==> config.mk <==
export PLATFORM = sky130hd
export DESIGN_NAME = qu_host_front
export DESIGN_NICKNAME = d
export VERILOG_FILES = /design/src/qu_pkg.sv /design/src/qu_baud_gen.sv /design/src/qu_host_front.sv
export SDC_FILE = /design/constraint.sdc
export NUM_CORES = 1
export LEC_CHECK = 0
export ABC_AREA = 1
export BUFFER_PORTS_ARGS = -buffer_cell sky130_fd_sc_hd__buf_4
export CAP_MARGIN = 0
export CORE_MARGIN = 3
export CORE_UTILIZATION = 32
export CTS_CLUSTER_DIAMETER = 80
export DETAILED_ROUTE_END_ITERATION = 7
export GPL_TIMING_DRIVEN = 0
export PLACE_DENSITY_LB_ADDON = 0.05
export SLEW_MARGIN = 5
export SYNTH_ARGS = -nofsm -noshare
export SYNTH_HDL_FRONTEND = slang
export SYNTH_SLANG_ARGS = --single-unit
==> constraint.sdc <==
create_clock -name core_clk_i -period 3.6 [get_ports core_clk_i]
set_input_delay 0 -clock core_clk_i [delete_from_list [all_inputs] [get_ports core_clk_i]]
set_output_delay 0 -clock core_clk_i [all_outputs]
set_load 0.01 [all_outputs]
==> src/qu_pkg.sv <==
// Shared constants for the four-channel UART host front end and baud generators
package qu_pkg;

  // ==========================================================================
  // Structure
  localparam int NUM_CH   = 4;
  localparam int ADDR_W   = 8;
  localparam int DATA_W   = 8;
  localparam int LVL_W    = 7;
  localparam int FRAC_W   = 4;
  localparam int DIV_W    = 16;
  localparam int SYNC_LEN = 3;

  // ==========================================================================
  // Address decode
  localparam int CFG_SPACE_BIT  = 7;
  localparam int CH_IDX_LSB     = 4;
  localparam int CH_IDX_W       = 3;
  localparam int REG_OFS_W      = 4;

  // Per-channel register offsets (address bits 3:0)
  localparam logic [3:0] CH_DIV_LO    = 4'h0;
  localparam logic [3:0] CH_DIV_HI    = 4'h1;
  localparam logic [3:0] CH_DIV_FRAC  = 4'h2;
  localparam logic [3:0] CH_MODEM_CTL = 4'h3;
  localparam logic [3:0] CH_FIFO_CTL  = 4'h4;
  localparam logic [3:0] CH_SAMP_MODE = 4'h5;
  localparam logic [3:0] CH_HDX_CTL   = 4'h6;
  localparam logic [3:0] CH_TX_TRIG   = 4'h7;
  localparam logic [3:0] CH_RX_TRIG   = 4'h8;
  localparam logic [3:0] CH_STATUS    = 4'h9;

  // Shared configuration register offsets (address bits 3:0, top bit set)
  localparam logic [3:0] CFG_SOFT_RESET = 4'h0;
  localparam logic [3:0] CFG_BROADCAST  = 4'h1;

  // ==========================================================================
  // Field positions
  localparam int MCR_PRESCALE_BIT = 7;
  localparam int FCR_FIFO_EN_BIT  = 0;
  localparam int BCAST_EN_BIT     = 0;
  localparam int SAMP_8X_BIT      = 0;
  localparam int HDX_AUTO_BIT     = 0;

  // ==========================================================================
  // Reset values
  localparam logic [7:0] DIV_LO_RST   = 8'h01;
  localparam logic [7:0] DIV_HI_RST   = 8'h00;
  localparam logic [7:0] DIV_FRAC_RST = 8'h00;
  localparam logic [7:0] MCR_RST      = 8'h00;
  localparam logic [7:0] FCR_RST      = 8'h00;
  localparam logic [7:0] SAMP_RST     = 8'h00;
  localparam logic [7:0] HDX_RST      = 8'h00;
  localparam logic [7:0] TX_TRIG_RST  = 8'h20;
  localparam logic [7:0] RX_TRIG_RST  = 8'h20;
  localparam logic [7:0] BCAST_RST    = 8'h00;

  // ==========================================================================
  // Timing
  localparam logic [1:0] PRESCALE_LAST = 2'h3;
  localparam logic [3:0] LAST_SAMP_16X = 4'hF;
  localparam logic [3:0] LAST_SAMP_8X  = 4'h7;

  typedef enum logic [1:0] {
    QU_IDLE,
    QU_WRITE,
    QU_READ
  } qu_bus_state_type;

endpackage

==> src/qu_baud_gen.sv <==
// Per-channel prescaler and fractional baud generator
module qu_baud_gen
  import qu_pkg::*;
(
  input  wire logic              core_clk_i,
  input  wire logic              resetn_i,
  input  wire logic              soft_rst_i,
  input  wire logic              prescale4_i,
  input  wire logic [DIV_W-1:0]  div_int_i,
  input  wire logic [FRAC_W-1:0] div_frac_i,
  input  wire logic              eight_x_i,
  output logic                   sample_tick_o,
  output logic                   bit_tick_o
);

  logic [1:0]        pre_cnt;
  logic              pre_en;
  logic [DIV_W-1:0]  per_cnt;
  logic [FRAC_W-1:0] frac_acc;
  logic [FRAC_W:0]   frac_sum;
  logic [DIV_W-1:0]  div_eff;
  logic [DIV_W:0]    next_per;
  logic [3:0]        samp_cnt;
  logic [3:0]        samp_last;

  // ==========================================================================
  // Prescaler
  assign pre_en = prescale4_i ? (pre_cnt == PRESCALE_LAST) : 1'b1; // see RULE10

  always_ff @(posedge core_clk_i or negedge resetn_i) begin
    if (!resetn_i) begin
      pre_cnt <= 2'h0;
    end else if (soft_rst_i) begin
      pre_cnt <= 2'h0;
    end else begin
      pre_cnt <= pre_cnt + 2'h1; // see RULE10
    end
  end

  // ==========================================================================
  // Fractional divider
  // Zero integer is clamped to one so the generator never stalls
  assign div_eff  = (div_int_i == '0) ? DIV_W'(1) : div_int_i;
  assign frac_sum = {1'b0, frac_acc} + {1'b0, div_frac_i};
  // Carry stretches one period, averaging int + frac/16; see RULE11 RULE15
  assign next_per = {1'b0, div_eff} - (DIV_W+1)'(1) + (DIV_W+1)'(frac_sum[FRAC_W]);

  always_ff @(posedge core_clk_i or negedge resetn_i) begin
    if (!resetn_i) begin
      per_cnt       <= '0;
      frac_acc      <= '0;
      sample_tick_o <= 1'b0;
    end else if (soft_rst_i) begin
      per_cnt       <= '0;
      frac_acc      <= '0;
      sample_tick_o <= 1'b0;
    end else begin
      sample_tick_o <= 1'b0;
      if (pre_en) begin
        if (per_cnt == '0) begin
          per_cnt       <= next_per[DIV_W-1:0]; // see RULE11
          frac_acc      <= frac_sum[FRAC_W-1:0];
          sample_tick_o <= 1'b1;
        end else begin
          per_cnt <= per_cnt - DIV_W'(1);
        end
      end
    end
  end

  // ==========================================================================
  // Bit timing
  // Odd fractions spread carries unevenly over 8 ticks, giving +/- 1/16 jitter
  assign samp_last = eight_x_i ? LAST_SAMP_8X : LAST_SAMP_16X; // see RULE16 RULE17

  always_ff @(posedge core_clk_i or negedge resetn_i) begin
    if (!resetn_i) begin
      samp_cnt   <= 4'h0;
      bit_tick_o <= 1'b0;
    end else if (soft_rst_i) begin
      samp_cnt   <= 4'h0;
      bit_tick_o <= 1'b0;
    end else begin
      bit_tick_o <= 1'b0;
      if (sample_tick_o) begin
        if (samp_cnt >= samp_last) begin
          samp_cnt   <= 4'h0;
          bit_tick_o <= 1'b1; // see RULE12
        end else begin
          samp_cnt <= samp_cnt + 4'h1;
        end
      end
    end
  end

endmodule // qu_baud_gen

==> src/qu_host_front.sv <==
// Host bus front end: channel select, broadcast writes, interrupt levels, clocks
// Function
// RULE1: Soft-reset register write restores channel register defaults
// RULE2: Channel access only while chip select low
// RULE3: Top bit zero: index bits pick channel 0-3
// RULE4: Broadcast bit set: writes reach all four channels
// RULE5: Host clears broadcast before reads, avoids active channels
// RULE6: Tx level high above trigger, normal direction
// RULE7: Tx level low when transmitter empty, auto direction
// RULE8: Rx level high below trigger or no data
// RULE9: One clock drives all generators and logic
// RULE10: Prescaler per channel divides by 1 or 4
// RULE11: Divisor one to 65535.9375 in sixteenths
// RULE12: Tx and rx use the generated sampling clock
// RULE13: Divisor resets to one: 01, 00, 00
// RULE14: Integer divisor split into high and low bytes
// RULE15: Only four fraction bits implemented, sixteenths
// RULE16: Eight-times sampling doubles the data rate
// RULE17: Odd fraction in 8X gives 1/16 jitter
// RULE18: Software computes divisor from clock and rate
// RULE19: Hardware reset low restores all defaults
// RULE20: Top bit one reaches shared configuration registers
module qu_host_front
  import qu_pkg::*;
(
  input  wire logic                        core_clk_i,
  input  wire logic                        resetn_i,
  input  wire logic                        cs_n_i,
  input  wire logic                        wr_n_i,
  input  wire logic                        rd_n_i,
  input  wire logic [ADDR_W-1:0]           addr_i,
  input  wire logic [DATA_W-1:0]           data_i,
  output logic      [DATA_W-1:0]           data_o,
  output logic                             data_oe_o,
  input  wire logic [NUM_CH-1:0][LVL_W-1:0] tx_level_i,
  input  wire logic [NUM_CH-1:0][LVL_W-1:0] rx_level_i,
  input  wire logic [NUM_CH-1:0]           tx_empty_i,
  input  wire logic [NUM_CH-1:0]           rx_held_i,
  output logic      [NUM_CH-1:0]           tx_int_o,
  output logic      [NUM_CH-1:0]           rx_int_o,
  output logic      [NUM_CH-1:0]           sample_tick_o,
  output logic      [NUM_CH-1:0]           bit_tick_o,
  output logic      [NUM_CH-1:0]           prescale4_o,
  output logic      [NUM_CH-1:0]           eight_x_sampling_sel_o
);

  localparam int SYNC_W = 3 + ADDR_W + DATA_W;

  // ==========================================================================
  // Pin synchronisers
  logic [SYNC_W-1:0]    sync1;
  logic [SYNC_W-1:0]    sync2;
  logic [SYNC_W-1:0]    sync3;
  logic [SYNC_W-1:0]    pins_stable;
  logic                 cs_n_s;
  logic                 wr_n_s;
  logic                 rd_n_s;
  logic [ADDR_W-1:0]    addr_s;
  logic [DATA_W-1:0]    data_s;

  always_ff @(posedge core_clk_i or negedge resetn_i) begin
    if (!resetn_i) begin
      sync1       <= {3'h7, {(ADDR_W+DATA_W){1'b0}}};
      sync2       <= {3'h7, {(ADDR_W+DATA_W){1'b0}}};
      sync3       <= {3'h7, {(ADDR_W+DATA_W){1'b0}}};
      pins_stable <= {3'h7, {(ADDR_W+DATA_W){1'b0}}};
    end else begin
      sync1 <= {cs_n_i, wr_n_i, rd_n_i, addr_i, data_i};
      sync2 <= sync1;
      sync3 <= sync2;
      // A bit counts only once stages two and three agree
      for (int b = 0; b < SYNC_W; b++) begin
        if (sync2[b] == sync3[b]) begin
          pins_stable[b] <= sync3[b];
        end
      end
    end
  end

  assign {cs_n_s, wr_n_s, rd_n_s, addr_s, data_s} = pins_stable;

  // ==========================================================================
  // Address decode
  logic                 cfg_space;
  logic [CH_IDX_W-1:0]  ch_idx;
  logic                 ch_valid;
  logic [1:0]           ch_sel;
  logic [REG_OFS_W-1:0] reg_ofs;

  assign cfg_space = addr_s[CFG_SPACE_BIT]; // see RULE20
  assign ch_idx    = addr_s[CH_IDX_LSB +: CH_IDX_W];
  assign ch_valid  = ~cfg_space & (ch_idx < CH_IDX_W'(NUM_CH)); // see RULE3
  assign ch_sel    = ch_idx[1:0]; // see RULE3
  assign reg_ofs   = addr_s[REG_OFS_W-1:0];

  // ==========================================================================
  // Bus access sequencer
  qu_bus_state_type state;
  logic             wr_go;
  logic             rd_go;

  // Each access acts once, on the first stable cycle of the strobe
  assign wr_go = (state == QU_IDLE) & ~cs_n_s & ~wr_n_s; // see RULE2
  assign rd_go = (state == QU_IDLE) & ~cs_n_s & ~rd_n_s & wr_n_s; // see RULE2

  always_ff @(posedge core_clk_i or negedge resetn_i) begin
    if (!resetn_i) begin
      state <= QU_IDLE;
    end else begin
      unique case (state)
        QU_IDLE: begin
          if (wr_go) begin
            state <= QU_WRITE;
          end else if (rd_go) begin
            state <= QU_READ;
          end
        end
        QU_WRITE: begin
          if (wr_n_s | cs_n_s) begin
            state <= QU_IDLE;
          end
        end
        QU_READ: begin
          if (rd_n_s | cs_n_s) begin
            state <= QU_IDLE;
          end
        end
      endcase
    end
  end

  // ==========================================================================
  // Shared configuration registers
  logic [DATA_W-1:0] bcast_reg;
  logic [NUM_CH-1:0] soft_rst;
  logic              cfg_wr;

  assign cfg_wr = wr_go & cfg_space; // see RULE20

  always_ff @(posedge core_clk_i or negedge resetn_i) begin
    if (!resetn_i) begin
      bcast_reg <= BCAST_RST; // see RULE19
    end else if (cfg_wr && reg_ofs == CFG_BROADCAST) begin
      bcast_reg <= data_s;
    end
  end

  // One bit per channel; a write pulses reset for the channels whose bits are set
  always_ff @(posedge core_clk_i or negedge resetn_i) begin
    if (!resetn_i) begin
      soft_rst <= '0;
    end else if (cfg_wr && reg_ofs == CFG_SOFT_RESET) begin
      soft_rst <= data_s[NUM_CH-1:0]; // see RULE1
    end else begin
      soft_rst <= '0;
    end
  end

  // ==========================================================================
  // Channel registers
  logic [NUM_CH-1:0] ch_wr;
  logic [DATA_W-1:0] div_lo   [NUM_CH];
  logic [DATA_W-1:0] div_hi   [NUM_CH];
  logic [DATA_W-1:0] div_frac [NUM_CH];
  logic [DATA_W-1:0] modem_control_reg      [NUM_CH];
  logic [DATA_W-1:0] fifo_control_reg      [NUM_CH];
  logic [DATA_W-1:0] samp     [NUM_CH];
  logic [DATA_W-1:0] hdx      [NUM_CH];
  logic [DATA_W-1:0] tx_trig  [NUM_CH];
  logic [DATA_W-1:0] rx_trig  [NUM_CH];

  // Broadcast ignores the index bits but still needs a channel address
  always_comb begin
    ch_wr = '0;
    if (wr_go && !cfg_space) begin
      if (bcast_reg[BCAST_EN_BIT]) begin
        ch_wr = '1; // see RULE4
      end else if (ch_valid) begin
        ch_wr[ch_sel] = 1'b1; // see RULE3
      end
    end
  end

  always_ff @(posedge core_clk_i or negedge resetn_i) begin
    if (!resetn_i) begin
      for (int c = 0; c < NUM_CH; c++) begin
        div_lo[c]   <= DIV_LO_RST; // see RULE13 RULE19
        div_hi[c]   <= DIV_HI_RST;
        div_frac[c] <= DIV_FRAC_RST;
        modem_control_reg[c]      <= MCR_RST;
        fifo_control_reg[c]      <= FCR_RST;
        samp[c]     <= SAMP_RST;
        hdx[c]      <= HDX_RST;
        tx_trig[c]  <= TX_TRIG_RST;
        rx_trig[c]  <= RX_TRIG_RST;
      end
    end else begin
      for (int c = 0; c < NUM_CH; c++) begin
        if (soft_rst[c]) begin
          div_lo[c]   <= DIV_LO_RST; // see RULE1 RULE13
          div_hi[c]   <= DIV_HI_RST;
          div_frac[c] <= DIV_FRAC_RST;
          modem_control_reg[c]      <= MCR_RST;
          fifo_control_reg[c]      <= FCR_RST;
          samp[c]     <= SAMP_RST;
          hdx[c]      <= HDX_RST;
          tx_trig[c]  <= TX_TRIG_RST;
          rx_trig[c]  <= RX_TRIG_RST;
        end else if (ch_wr[c]) begin
          unique case (reg_ofs)
            CH_DIV_LO:    div_lo[c]   <= data_s; // see RULE14
            CH_DIV_HI:    div_hi[c]   <= data_s; // see RULE14
            // Upper fraction bits are not stored and read back as zero
            CH_DIV_FRAC:  div_frac[c] <= {4'h0, data_s[FRAC_W-1:0]}; // see RULE15
            CH_MODEM_CTL: modem_control_reg[c]      <= data_s;
            CH_FIFO_CTL:  fifo_control_reg[c]      <= data_s;
            CH_SAMP_MODE: samp[c]     <= data_s;
            CH_HDX_CTL:   hdx[c]      <= data_s;
            CH_TX_TRIG:   tx_trig[c]  <= data_s;
            CH_RX_TRIG:   rx_trig[c]  <= data_s;
            default: ;
          endcase
        end
      end
    end
  end

  // ==========================================================================
  // Interrupt levels
  function automatic logic above_trig(input logic [LVL_W-1:0] lvl, input logic [DATA_W-1:0] trig);
    above_trig = {1'b0, lvl} > trig;
  endfunction

  function automatic logic below_trig(input logic [LVL_W-1:0] lvl, input logic [DATA_W-1:0] trig);
    below_trig = {1'b0, lvl} < trig;
  endfunction

  always_ff @(posedge core_clk_i or negedge resetn_i) begin
    if (!resetn_i) begin
      tx_int_o <= '0;
      rx_int_o <= '0;
    end else begin
      for (int c = 0; c < NUM_CH; c++) begin
        if (fifo_control_reg[c][FCR_FIFO_EN_BIT]) begin
          if (hdx[c][HDX_AUTO_BIT]) begin
            // Auto direction: held low only once the shifter has drained
            tx_int_o[c] <= above_trig(tx_level_i[c], tx_trig[c]) & ~tx_empty_i[c]; // see RULE7
          end else begin
            tx_int_o[c] <= above_trig(tx_level_i[c], tx_trig[c]); // see RULE6
          end
          rx_int_o[c] <= below_trig(rx_level_i[c], rx_trig[c]); // see RULE8
        end else begin
          tx_int_o[c] <= 1'b0;
          rx_int_o[c] <= ~rx_held_i[c]; // see RULE8
        end
      end
    end
  end

  // ==========================================================================
  // Read path
  function automatic logic [DATA_W-1:0] ch_read(input logic [1:0] c, input logic [REG_OFS_W-1:0] ofs);
    unique case (ofs)
      CH_DIV_LO:    ch_read = div_lo[c];
      CH_DIV_HI:    ch_read = div_hi[c];
      CH_DIV_FRAC:  ch_read = div_frac[c];
      CH_MODEM_CTL: ch_read = modem_control_reg[c];
      CH_FIFO_CTL:  ch_read = fifo_control_reg[c];
      CH_SAMP_MODE: ch_read = samp[c];
      CH_HDX_CTL:   ch_read = hdx[c];
      CH_TX_TRIG:   ch_read = tx_trig[c];
      CH_RX_TRIG:   ch_read = rx_trig[c];
      CH_STATUS:    ch_read = {4'h0, tx_empty_i[c], rx_held_i[c], tx_int_o[c], rx_int_o[c]};
      default:      ch_read = 8'h00;
    endcase
  endfunction

  logic [DATA_W-1:0] rd_val;

  always_comb begin
    rd_val = 8'h00;
    if (cfg_space) begin
      if (reg_ofs == CFG_BROADCAST) begin
        rd_val = bcast_reg; // see RULE20
      end
    end else if (ch_valid) begin
      rd_val = ch_read(ch_sel, reg_ofs); // see RULE3
    end
  end

  // Drive only while a read is in progress so the bus stays free otherwise
  always_ff @(posedge core_clk_i or negedge resetn_i) begin
    if (!resetn_i) begin
      data_o    <= 8'h00;
      data_oe_o <= 1'b0;
    end else begin
      if (rd_go) begin
        data_o <= rd_val; // see RULE2
      end
      data_oe_o <= rd_go | ((state == QU_READ) & ~rd_n_s & ~cs_n_s);
    end
  end

  // ==========================================================================
  // Baud generators
  logic [NUM_CH-1:0] prescale4;
  logic [NUM_CH-1:0] eight_x;

  always_comb begin
    for (int c = 0; c < NUM_CH; c++) begin
      prescale4[c] = modem_control_reg[c][MCR_PRESCALE_BIT]; // see RULE10
      eight_x[c]   = samp[c][SAMP_8X_BIT]; // see RULE16
    end
  end

  always_ff @(posedge core_clk_i or negedge resetn_i) begin
    if (!resetn_i) begin
      prescale4_o            <= '0;
      eight_x_sampling_sel_o <= '0;
    end else begin
      prescale4_o            <= prescale4;
      eight_x_sampling_sel_o <= eight_x;
    end
  end

  // Every channel runs from the one core clock; see RULE9
  for (genvar g = 0; g < NUM_CH; g++) begin : g_baud
    qu_baud_gen u_baud (
      .core_clk_i    (core_clk_i),
      .resetn_i      (resetn_i),
      .soft_rst_i    (soft_rst[g]),
      .prescale4_i   (prescale4[g]),
      .div_int_i     ({div_hi[g], div_lo[g]}),
      .div_frac_i    (div_frac[g][FRAC_W-1:0]),
      .eight_x_i     (eight_x[g]),
      .sample_tick_o (sample_tick_o[g]),
      .bit_tick_o    (bit_tick_o[g])
    );
  end

endmodule // qu_host_front

Word-level counts from Yosys, hierarchy flattened
Index checks and enable logic that the tools add are counted.
{"block": "word_totals", "reg_bits": 515, "input_bits": 85, "out_inout_bits": 33}
{"block": "op_classes", "addsub": 24, "n_lt_le_gt_ge": 16, "n_eq_ne": 37, "mux": 219, "bitwise_logic": 28, "reduce_logical": 108}
{"cell": "2-to-1 mux 8 bit", "count": 102}
{"cell": "2-to-1 mux 16 bit", "count": 16}
{"cell": "binary-select mux 8 bit (select 2 bit)", "count": 9}
{"cell": "logical NOT 16 bit", "count": 8}
{"cell": "2-to-1 mux 4 bit", "count": 32}
{"cell": "subtractor 16 x 1 -> 16 bit (second input constant)", "count": 8}
{"cell": "nonzero test 2 bit", "count": 52}
{"cell": "one-hot mux 8 bit (10 select lines)", "count": 1}
{"cell": "AND reduction 2 bit", "count": 40}
{"cell": "adder 16 x 1 -> 16 bit", "count": 4}
{"cell": "2-to-1 mux 1 bit", "count": 45}
{"cell": "> comparator 7 x 8 -> 1 bit", "count": 4}
{"cell": "less-than comparator 7 x 8 -> 1 bit", "count": 4}
{"cell": "adder 4 x 4 -> 5 bit", "count": 4}
{"cell": "== test 1 bit", "count": 19}
{"cell": "adder 4 x 1 -> 4 bit (second input constant)", "count": 4}
{"cell": "== test 4 x 3 -> 1 bit (second input constant)", "count": 4}
{"cell": ">= comparator 4 bit", "count": 4}
{"cell": "2-to-1 mux 2 bit", "count": 8}
{"cell": "AND 1 bit", "count": 12}
{"cell": "NOT 1 bit", "count": 12}
{"cell": "== test 2 bit (second input constant)", "count": 5}
{"cell": "adder 2 x 1 -> 2 bit (second input constant)", "count": 4}
{"cell": "binary-select mux 1 bit (select 2 bit)", "count": 4}
{"cell": "19 further kinds", "count": 27}

Logic depth before layout (Yosys ltp)
Gate-level depths: netlist (run 1).
{"block": "depth", "word_depth": 9, "depth_mapped": 16}

By module
A second synthesis (run 1) with hierarchy kept.
{"block": "hier_totals", "cells_unflattened": 3506, "hier_area_um2": 27294.9}
{"module": "qu_host_front", "n_inst": 1, "cells_each": 2156, "area_each_um2": 18186.2, "seq_area_each_um2": 9714.3}
{"module": "qu_baud_gen at g_baud[0].u_baud ...", "n_inst": 3, "cells_each": 338, "area_each_um2": 2257.2, "seq_area_each_um2": 700.7}
{"module": "qu_baud_gen at g_baud[1].u_baud", "n_inst": 1, "cells_each": 336, "area_each_um2": 2337.2, "seq_area_each_um2": 700.7}

Worst setup path after synthesis (run 1)
No wires, ideal clock.
{"block": "synth_path", "path_type": "flip-flop to flip-flop", "startpoint": "register div_frac[0] (netlist bit)", "endpoint": "register g_baud[3].u_baud.per_cnt[14]", "arrival_time_ps": 2443, "required_time_ps": 3484, "setup_slack_ps": 1040, "path_stages_with_launch": 17, "cell_sequence": "dfrtp_1 ha_1 fa_1 nand2_1 nand2_1 a21oi_1 ha_1 ha_1 nand2_1 nor2_1 nand2_1 nor2_1 nand2_1 a21oi_1 o21ai_0 nand2_1 nand2_1"}
{"block": "synth_between", "elab_chain_len": 5}
{"item": "start: declaration", "line_no": "qu_host_front.sv:164", "source": "logic [DATA_W-1:0] div_frac [NUM_CH];"}
{"item": "start signal: indexed assignment", "line_no": "qu_host_front.sv:214", "source": "CH_DIV_FRAC: div_frac[c] <= {4'h0, data_s[FRAC_W-1:0]};"}
{"item": "adder 4 x 4 -> 5 bit", "line_no": "qu_baud_gen.sv:44", "source": "assign frac_sum = {1'b0, frac_acc} + {1'b0, div_frac_i};"}
{"item": "adder 16 x 1 -> 16 bit", "line_no": "qu_baud_gen.sv:46", "source": "assign next_per = {1'b0, div_eff} - (DIV_W+1)'(1) + (DIV_W+1)'(frac_sum[FRAC_W]);"}
{"item": "2-to-1 mux 16 bit", "line_no": "qu_baud_gen.sv:60", "source": "if (per_cnt == '0) begin"}
{"item": "2-to-1 mux 16 bit", "line_no": "qu_baud_gen.sv:59", "source": "if (pre_en) begin"}
{"item": "2-to-1 mux 16 bit", "line_no": "qu_baud_gen.sv:53", "source": "end else if (soft_rst_i) begin"}
{"item": "end signal: assignment", "line_no": "qu_baud_gen.sv:61", "source": "per_cnt <= next_per[DIV_W-1:0];"}
{"item": "end signal: assignment", "line_no": "qu_baud_gen.sv:65", "source": "per_cnt <= per_cnt - DIV_W'(1);"}
{"item": "end: declaration", "line_no": "qu_baud_gen.sv:18", "source": "logic [DIV_W-1:0] per_cnt;"}
No other way between the ends. The select of a mux whose other input is x is not followed.
A chain may end at the register's enable or synchronous reset.

Final worst setup path (run 1)
Same ends and word-level chain as after synthesis.

==> flow_summary.json, run 1 <==
{
  "io_buffers": 117,
  "synth_top_area_cell": "dfrtp_1",
  "cp_data_required_time_ns": 4.11,
  "start_util": 0.326,
  "grt_max_degree": 111,
  "antenna_found_initial": 1,
  "outcome": "finished clean",
  "routed_wl_um": 101000,
  "route.detailed.drc": 0,
  "yosys_warnings": 0,
  "htreeDepth": 2,
  "period_needed_ns": 2.99,
  "irDropWorstVdd_uv": 387,
  "ys.flop_type": "dfrtp_1",
  "finClkSkew_ns": 0.0269,
  "cts_sinks": 499,
  "num_antenna_cells": 0,
  "numCtsBuffers": 60,
  "final_hold_viol_count": 0,
  "vias": 23700,
  "wl_per_cell_um": 21.5,
  "layout-drive-gt1-share": 0.106,
  "worst_path_most_repeated_cell": "nand2_1",
  "cp-start-kind": "flip-flop",
  "dr.pass1.iters": 6,
  "ys_ff_latch": 499,
  "synth_top_area_frac": 0.450,
  "async_reset_ff_frac": 1.00,
  "post_cts_resized": 0,
  "nets": 3764,
  "die_area_um2": 86000,
  "clock_path_buffers": 3,
  "cp-end-kind": "flip-flop",
  "max_stage_delay_ns": 0.44,
  "synth_edf_count": 0,
  "p_leak_nw": 15.0,
  "tritoncts": "yes",
  "worstPathArrival_ns": 3.50,
  "synthCells": 3334,
  "die_h_um": 293,
  "tns_ns": 0,
  "rows": 104,
  "crit_slowest_cell": "fa_1",
  "num-fill-cells": 8414,
  "core_um2": 81100,
  "syn2layout_area_growth_pct": 18.8,
  "cts_root_buffer": "clkbuf_16",
  "power_w": 0.0205,
  "tightest_slew_ns": 1.20,
  "critPathKind": "reg2reg",
  "grt_pass1_vias": 23400,
  "cts.clk_slew.worst_paths_ns": 0.06,
  "netlist_area_um2": 26400,
  "grt_setup_unrepaired": "false",
  "yosys.cell_types.count": 52,
  "grt_usage": 0.232,
  "worst-path-max-fanout": 3,
  "ant_nets": 0,
  "hpwl_um": 77800,
  "finalSetupViolCount": 0,
  "min_period_over_period": 0.831,
  "grt_pass1_wl_um": 150000,
  "via_per_inst": 5.07,
  "synthesis.nets": 3522,
  "drv_slew": 0,
  "clk_latency_ns": 0.64,
  "top_register": "g_baud.u_baud.per_cnt",
  "hold_buffers": 58,
  "power_density_nw_per_um2": 653,
  "post_cts_buffers": 0,
  "place.gp.congestion": 0.925,
  "yosysMostFrequentCell": "nand2_1",
  "overflow": 0,
  "synth_area_per_cell_um2": 7.92,
  "largest_reg_flops": 64,
  "yosys-top-cells-count": "nand2_1 (1,058), dfrtp_1 (475), o21ai_0 (344)",
  "drt-initial-drc-count": 1841,
  "seq_area_frac_synth": 0.474,
  "hp-class": "in2reg",
  "max_freq_ghz": 0.334,
  "worstPathCellList": "ha_1 > fa_1 > nand2_1 > nand2_1 > a21oi_1 > ha_1 > ha_1 > nand2_1 > nor2_1 > nand2_1 > nor2_1 > nand2_1 > a21oi_1 > o21ai_0 > nand2_1 > nand2_1",
  "ios": 118,
  "ys_top_cells_by_area": "dfrtp_1 (45%), nand2_1 (15%), o21ai_0 (6.5%)",
  "slew_headroom": 0.197,
  "drv_cap": 0,
  "die_w_um": 293
}
==> report_power, final <==
group	internal, W	total (W)	switching [W]
sequential	0.00676	0.00798	0.00121
clock	0.00364	0.00622	0.00258
combinational	0.00230	0.00629	0.00399
total	0.0127	0.0205	0.00778
==> worst paths after layout <==
kind                           startpoint                           end  slack (ns)  cells after the start
max                           div_frac[0]  g_baud[3].u_baud.per_cnt[14]        0.61                     16
min                        rx_level_i[11]                   rx_int_o[1]        0.03                      5
max reg2reg                   div_frac[0]  g_baud[3].u_baud.per_cnt[14]        0.61                     16
min reg2reg                     sync1[15]                     sync2[15]        0.34                      0
max in group asynchronous        resetn_i                    tx_trig[5]        1.74                      6
min in group asynchronous        resetn_i   g_baud[0].u_baud.per_cnt[7]        0.49                      4
==> cell type report <==
type	count	area, um^2	area share
plain buffers	107	529	0.0169
clock buffers	88	1740	0.0554
clock inverters	25	287	0.00913
inverters	329	1240	0.0396
multi-input cells	2399	12100	0.386
flip-flops and latches	499	12500	0.399
well taps	1060	1330	0.0423
repair buffers	180	1620	0.0517
==> worst max-delay path: cells and delay by family, from the launching register on <==
| kind | cells | cell delay, ns |
|---|---|---|
| AND/OR/NAND/NOR | 9 | 0.97 |
| adder cells (fa/ha/maj) | 4 | 1.11 |
| AO/OA/AOI/OAI | 3 | 0.37 |
| flip-flops | 1 | 0.42 |
==> cell usage in the layout, fill, tap and decap left out, drive strengths merged, types with 5 or more instances in the layout <==
cell,synthesis,routed
a21o,5,5
a21oi,88,88
buf,77,200
clkbuf,30,118
clkinv,4,19
dfrtp,475,475
dfstp,24,24
dlygate4sd3,0,57
ha,99,99
inv,325,327
maj3,19,19
nand2,1065,1065
nand3,196,196
nand3b,6,6
nand4,57,57
nor2,246,246
nor3,41,41
nor4,8,8
o211ai,14,14
o21ai,421,421
o221ai,9,9
o22ai,13,13
o31ai,10,10
or2,9,9
xnor2,19,19
xor2,52,52
==> stage by stage <==
step           std cells  hold slack (ns)  worst slack, ns  instance area, um^2   util
2_1_floorplan       3334           -0.296             1.04                26400      -
3_3_place_gp        4511            0.109            -3.20                28600  0.353
3_5_place_dp        4516          -0.0500            0.646                28800  0.355
4_1_cts             4687          0.00829            0.606                31400  0.387
5_1_grt             4687           0.0609            0.366                31400  0.387
6_report            4687           0.0294            0.609                31400  0.387
==> cell families after synthesis <==
group | after synthesis | synth area share
simple gates | 1631 | 0.256
compound gates | 574 | 0.122
flops | 499 | 0.474
buf+inv | 436 | 0.0671
fa+ha+maj | 122 | 0.0572
xor+xnor | 71 | 0.0236
mux | 1 | 0.000426
==> routing by layer <==
| layer | share of wire | vias to the layer above | global-route usage |
|---|---|---|---|
| li1 | - | 11300 | - |
| met1 | 0.45 | 11600 | 0.316 |
| met2 | 0.46 | 688 | 0.381 |
| met3 | 0.053 | 163 | 0.0312 |
| met4 | 0.039 | 0 | 0.0837 |
| met5 | 0 | - | 0 |
(Power assumes the default switching activity.)
==> run 2: changes to the inputs <==
- clock period: 3.6 -> 2.8 ns (I/O delays scaled with it)
==> run 2 against run 1 <==
Compared with the run above: maximum frequency increased by 13%; sequential share of layout area is 0.25 points lower; cell count up 0.15%; combinational power up 35%; worst hold slack improved by 0.0050 ns.
==> flow_summary.json, run 2 (synthesis results as in run 1) <==
{
  "outcome": "finished clean",
  "fin_hold_ws_ns": 0.0344,
  "cts.clk_slew.worst_paths_ns": 0.06,
  "dr.pass1.iters": 5,
  "io_buffers": 117,
  "cp_data_required_time_ns": 3.29,
  "regToRegStartpoint": "div_frac[24]",
  "cp-end-kind": "flip-flop",
  "nets": 3771,
  "ant_nets": 0,
  "largest_reg_flops": 64,
  "worstPathArrival_ns": 3.14,
  "hp-class": "in2reg",
  "min_period_over_period": 0.947,
  "min_from": "rx_level_i[11]",
  "period_needed_ns": 2.65,
  "worstPathCellList": "ha_1 > fa_1 > nand2_1 > nand2_1 > a21oi_1 > ha_2 > ha_2 > nand2_1 > nor2_1 > nand2_1 > xnor2_1 > o211ai_1 > o21ai_0",
  "vias": 23900,
  "hold_depth": 5,
  "final_hold_viol_count": 0,
  "tritoncts": "yes",
  "drv_cap": 0,
  "rows": 104,
  "max_freq_ghz": 0.377,
  "max_stage_delay_ns": 0.42,
  "die_h_um": 293,
  "start_util": 0.326,
  "overflow": 0,
  "crit_slowest_cell": "dfrtp_2",
  "grt_pass1_vias": 23500,
  "p_leak_nw": 15.1,
  "finClkSkew_ns": 0.0259,
  "die_w_um": 293,
  "tightest_slew_ns": 1.27,
  "die_area_um2": 86000,
  "worst-path-max-fanout": 3,
  "drt-initial-drc-count": 1761,
  "worst_path_most_repeated_cell": "nand2_1",
  "grt_setup_unrepaired": "false",
  "syn2layout_area_growth_pct": 19.6,
  "hpwl_um": 77800,
  "cp_num_buf_inv": 0,
  "placed_area_um2": 28800,
  "core_um2": 81100,
  "cts_root_buffer": "clkbuf_16",
  "critical-path-top-delay-family": "adder cells",
  "wl_per_cell_um": 21.5,
  "finish.instance_area_um2": 31600,
  "grt_usage": 0.232,
  "slew_headroom": 0.150,
  "num_antenna_cells": 0,
  "irDropWorstVdd_uv": 495,
  "grt_max_degree": 111,
  "finalSetupViolCount": 0,
  "critPathKind": "reg2reg",
  "route.detailed.drc": 0,
  "layout-drive-gt1-share": 0.118,
  "routed_wl_um": 101000,
  "r2r_cells": 13,
  "mostFrequentLayoutCells": "nand2_1 (1,054), dfrtp_1 (474), o21ai_0 (339)",
  "clk_latency_ns": 0.64,
  "drv_slew": 0,
  "numCtsBuffers": 60,
  "htreeDepth": 2,
  "place.gp.congestion": 0.925,
  "final_common_cell": "nand2_1",
  "power_density_nw_per_um2": 847,
  "tns_ns": 0,
  "antenna_found_initial": 1,
  "postLayoutCoreUtil": 0.390,
  "reg2reg_to": "g_baud[0].u_baud.per_cnt[10]",
  "top_register": "g_baud.u_baud.per_cnt",
  "clock_path_buffers": 3,
  "grt_pass1_wl_um": 150000,
  "via_per_inst": 5.08,
  "ios": 118,
  "power_w": 0.0268,
  "hold_end": "rx_int_o[1]",
  "cp-start-kind": "flip-flop",
  "cts_sinks": 499,
  "r2r_slack_ns": 0.15
}
run 2: routing by layer:
layer / share of wire / track usage / vias up
met5: 0 / 0 / -
met4: 0.041 / 0.0839 / 0
met3: 0.046 / 0.0308 / 174
met2: 0.46 / 0.381 / 631
met1: 0.45 / 0.316 / 11700
li1: - / - / 11400
run 2: repair_timing:
action / in CTS / in global routing
gates cloned: 0 / 0
buffers inserted: 1 / 6
endpoints found under the setup margin: 9 / 26
pin swaps: 1 / 3
hold endpoints to repair: 236 / 0
hold buffers: 58 / 0
gates resized for setup: 12 / 35
run 2: worst register-to-register path, stage by stage (launching register included):
cell and delay [ns]:
dfrtp_2 0.42, ha_1 0.23, fa_1 0.40, nand2_1 0.10
nand2_1 0.05, a21oi_1 0.14, ha_2 0.20, ha_2 0.19
nand2_1 0.09, nor2_1 0.17, nand2_1 0.09, xnor2_1 0.17
o211ai_1 0.17, o21ai_0 0.10
run 2: final cells by class:
cell class	count	area, um^2
Fill cell	8409	49500
Clock buffer	88	1740
Buffer	107	529
Inverter	329	1240
Timing Repair Buffer	187	1670
Clock inverter	25	287
Tap cell	1060	1330
Sequential cell	499	12500
Multi-Input combinational cell	2399	12300
run 2: power by group:
part | switching, W | total (W) | internal (W)
clock | 0.00332 | 0.00800 | 0.00468
sequential | 0.00156 | 0.0103 | 0.00870
combinational | 0.00530 | 0.00849 | 0.00319
total | 0.0102 | 0.0268 | 0.0166
run 2: worst max-delay path by stage:
| stage | from | to | slack (ns) | cells past startpoint |
|---|---|---|---|---|
| after floorplan | div_frac[0] | g_baud[3].u_baud.per_cnt[14] | 0.24 | 16 |
| after global placement | resetn_i | sync1[9] | -4.00 | 1 |
| after detailed placement | div_frac[0] | g_baud[3].u_baud.per_cnt[14] | -0.15 | 16 |
| after CTS | div_frac[0] | g_baud[3].u_baud.per_cnt[14] | -0.03 | 16 |
| after global routing | div_frac[24] | g_baud[0].u_baud.per_cnt[10] | 0.005 | 13 |
| final | div_frac[24] | g_baud[0].u_baud.per_cnt[10] | 0.15 | 13 |
run 2: stage by stage:
step                      worst slack (ns)  cells
after floorplan                      0.240   3334
after global placement               -4.00   4511
after CTS                          -0.0281   4688
after detailed placement            -0.154   4516
after global routing               0.00467   4694
final                                0.149   4694
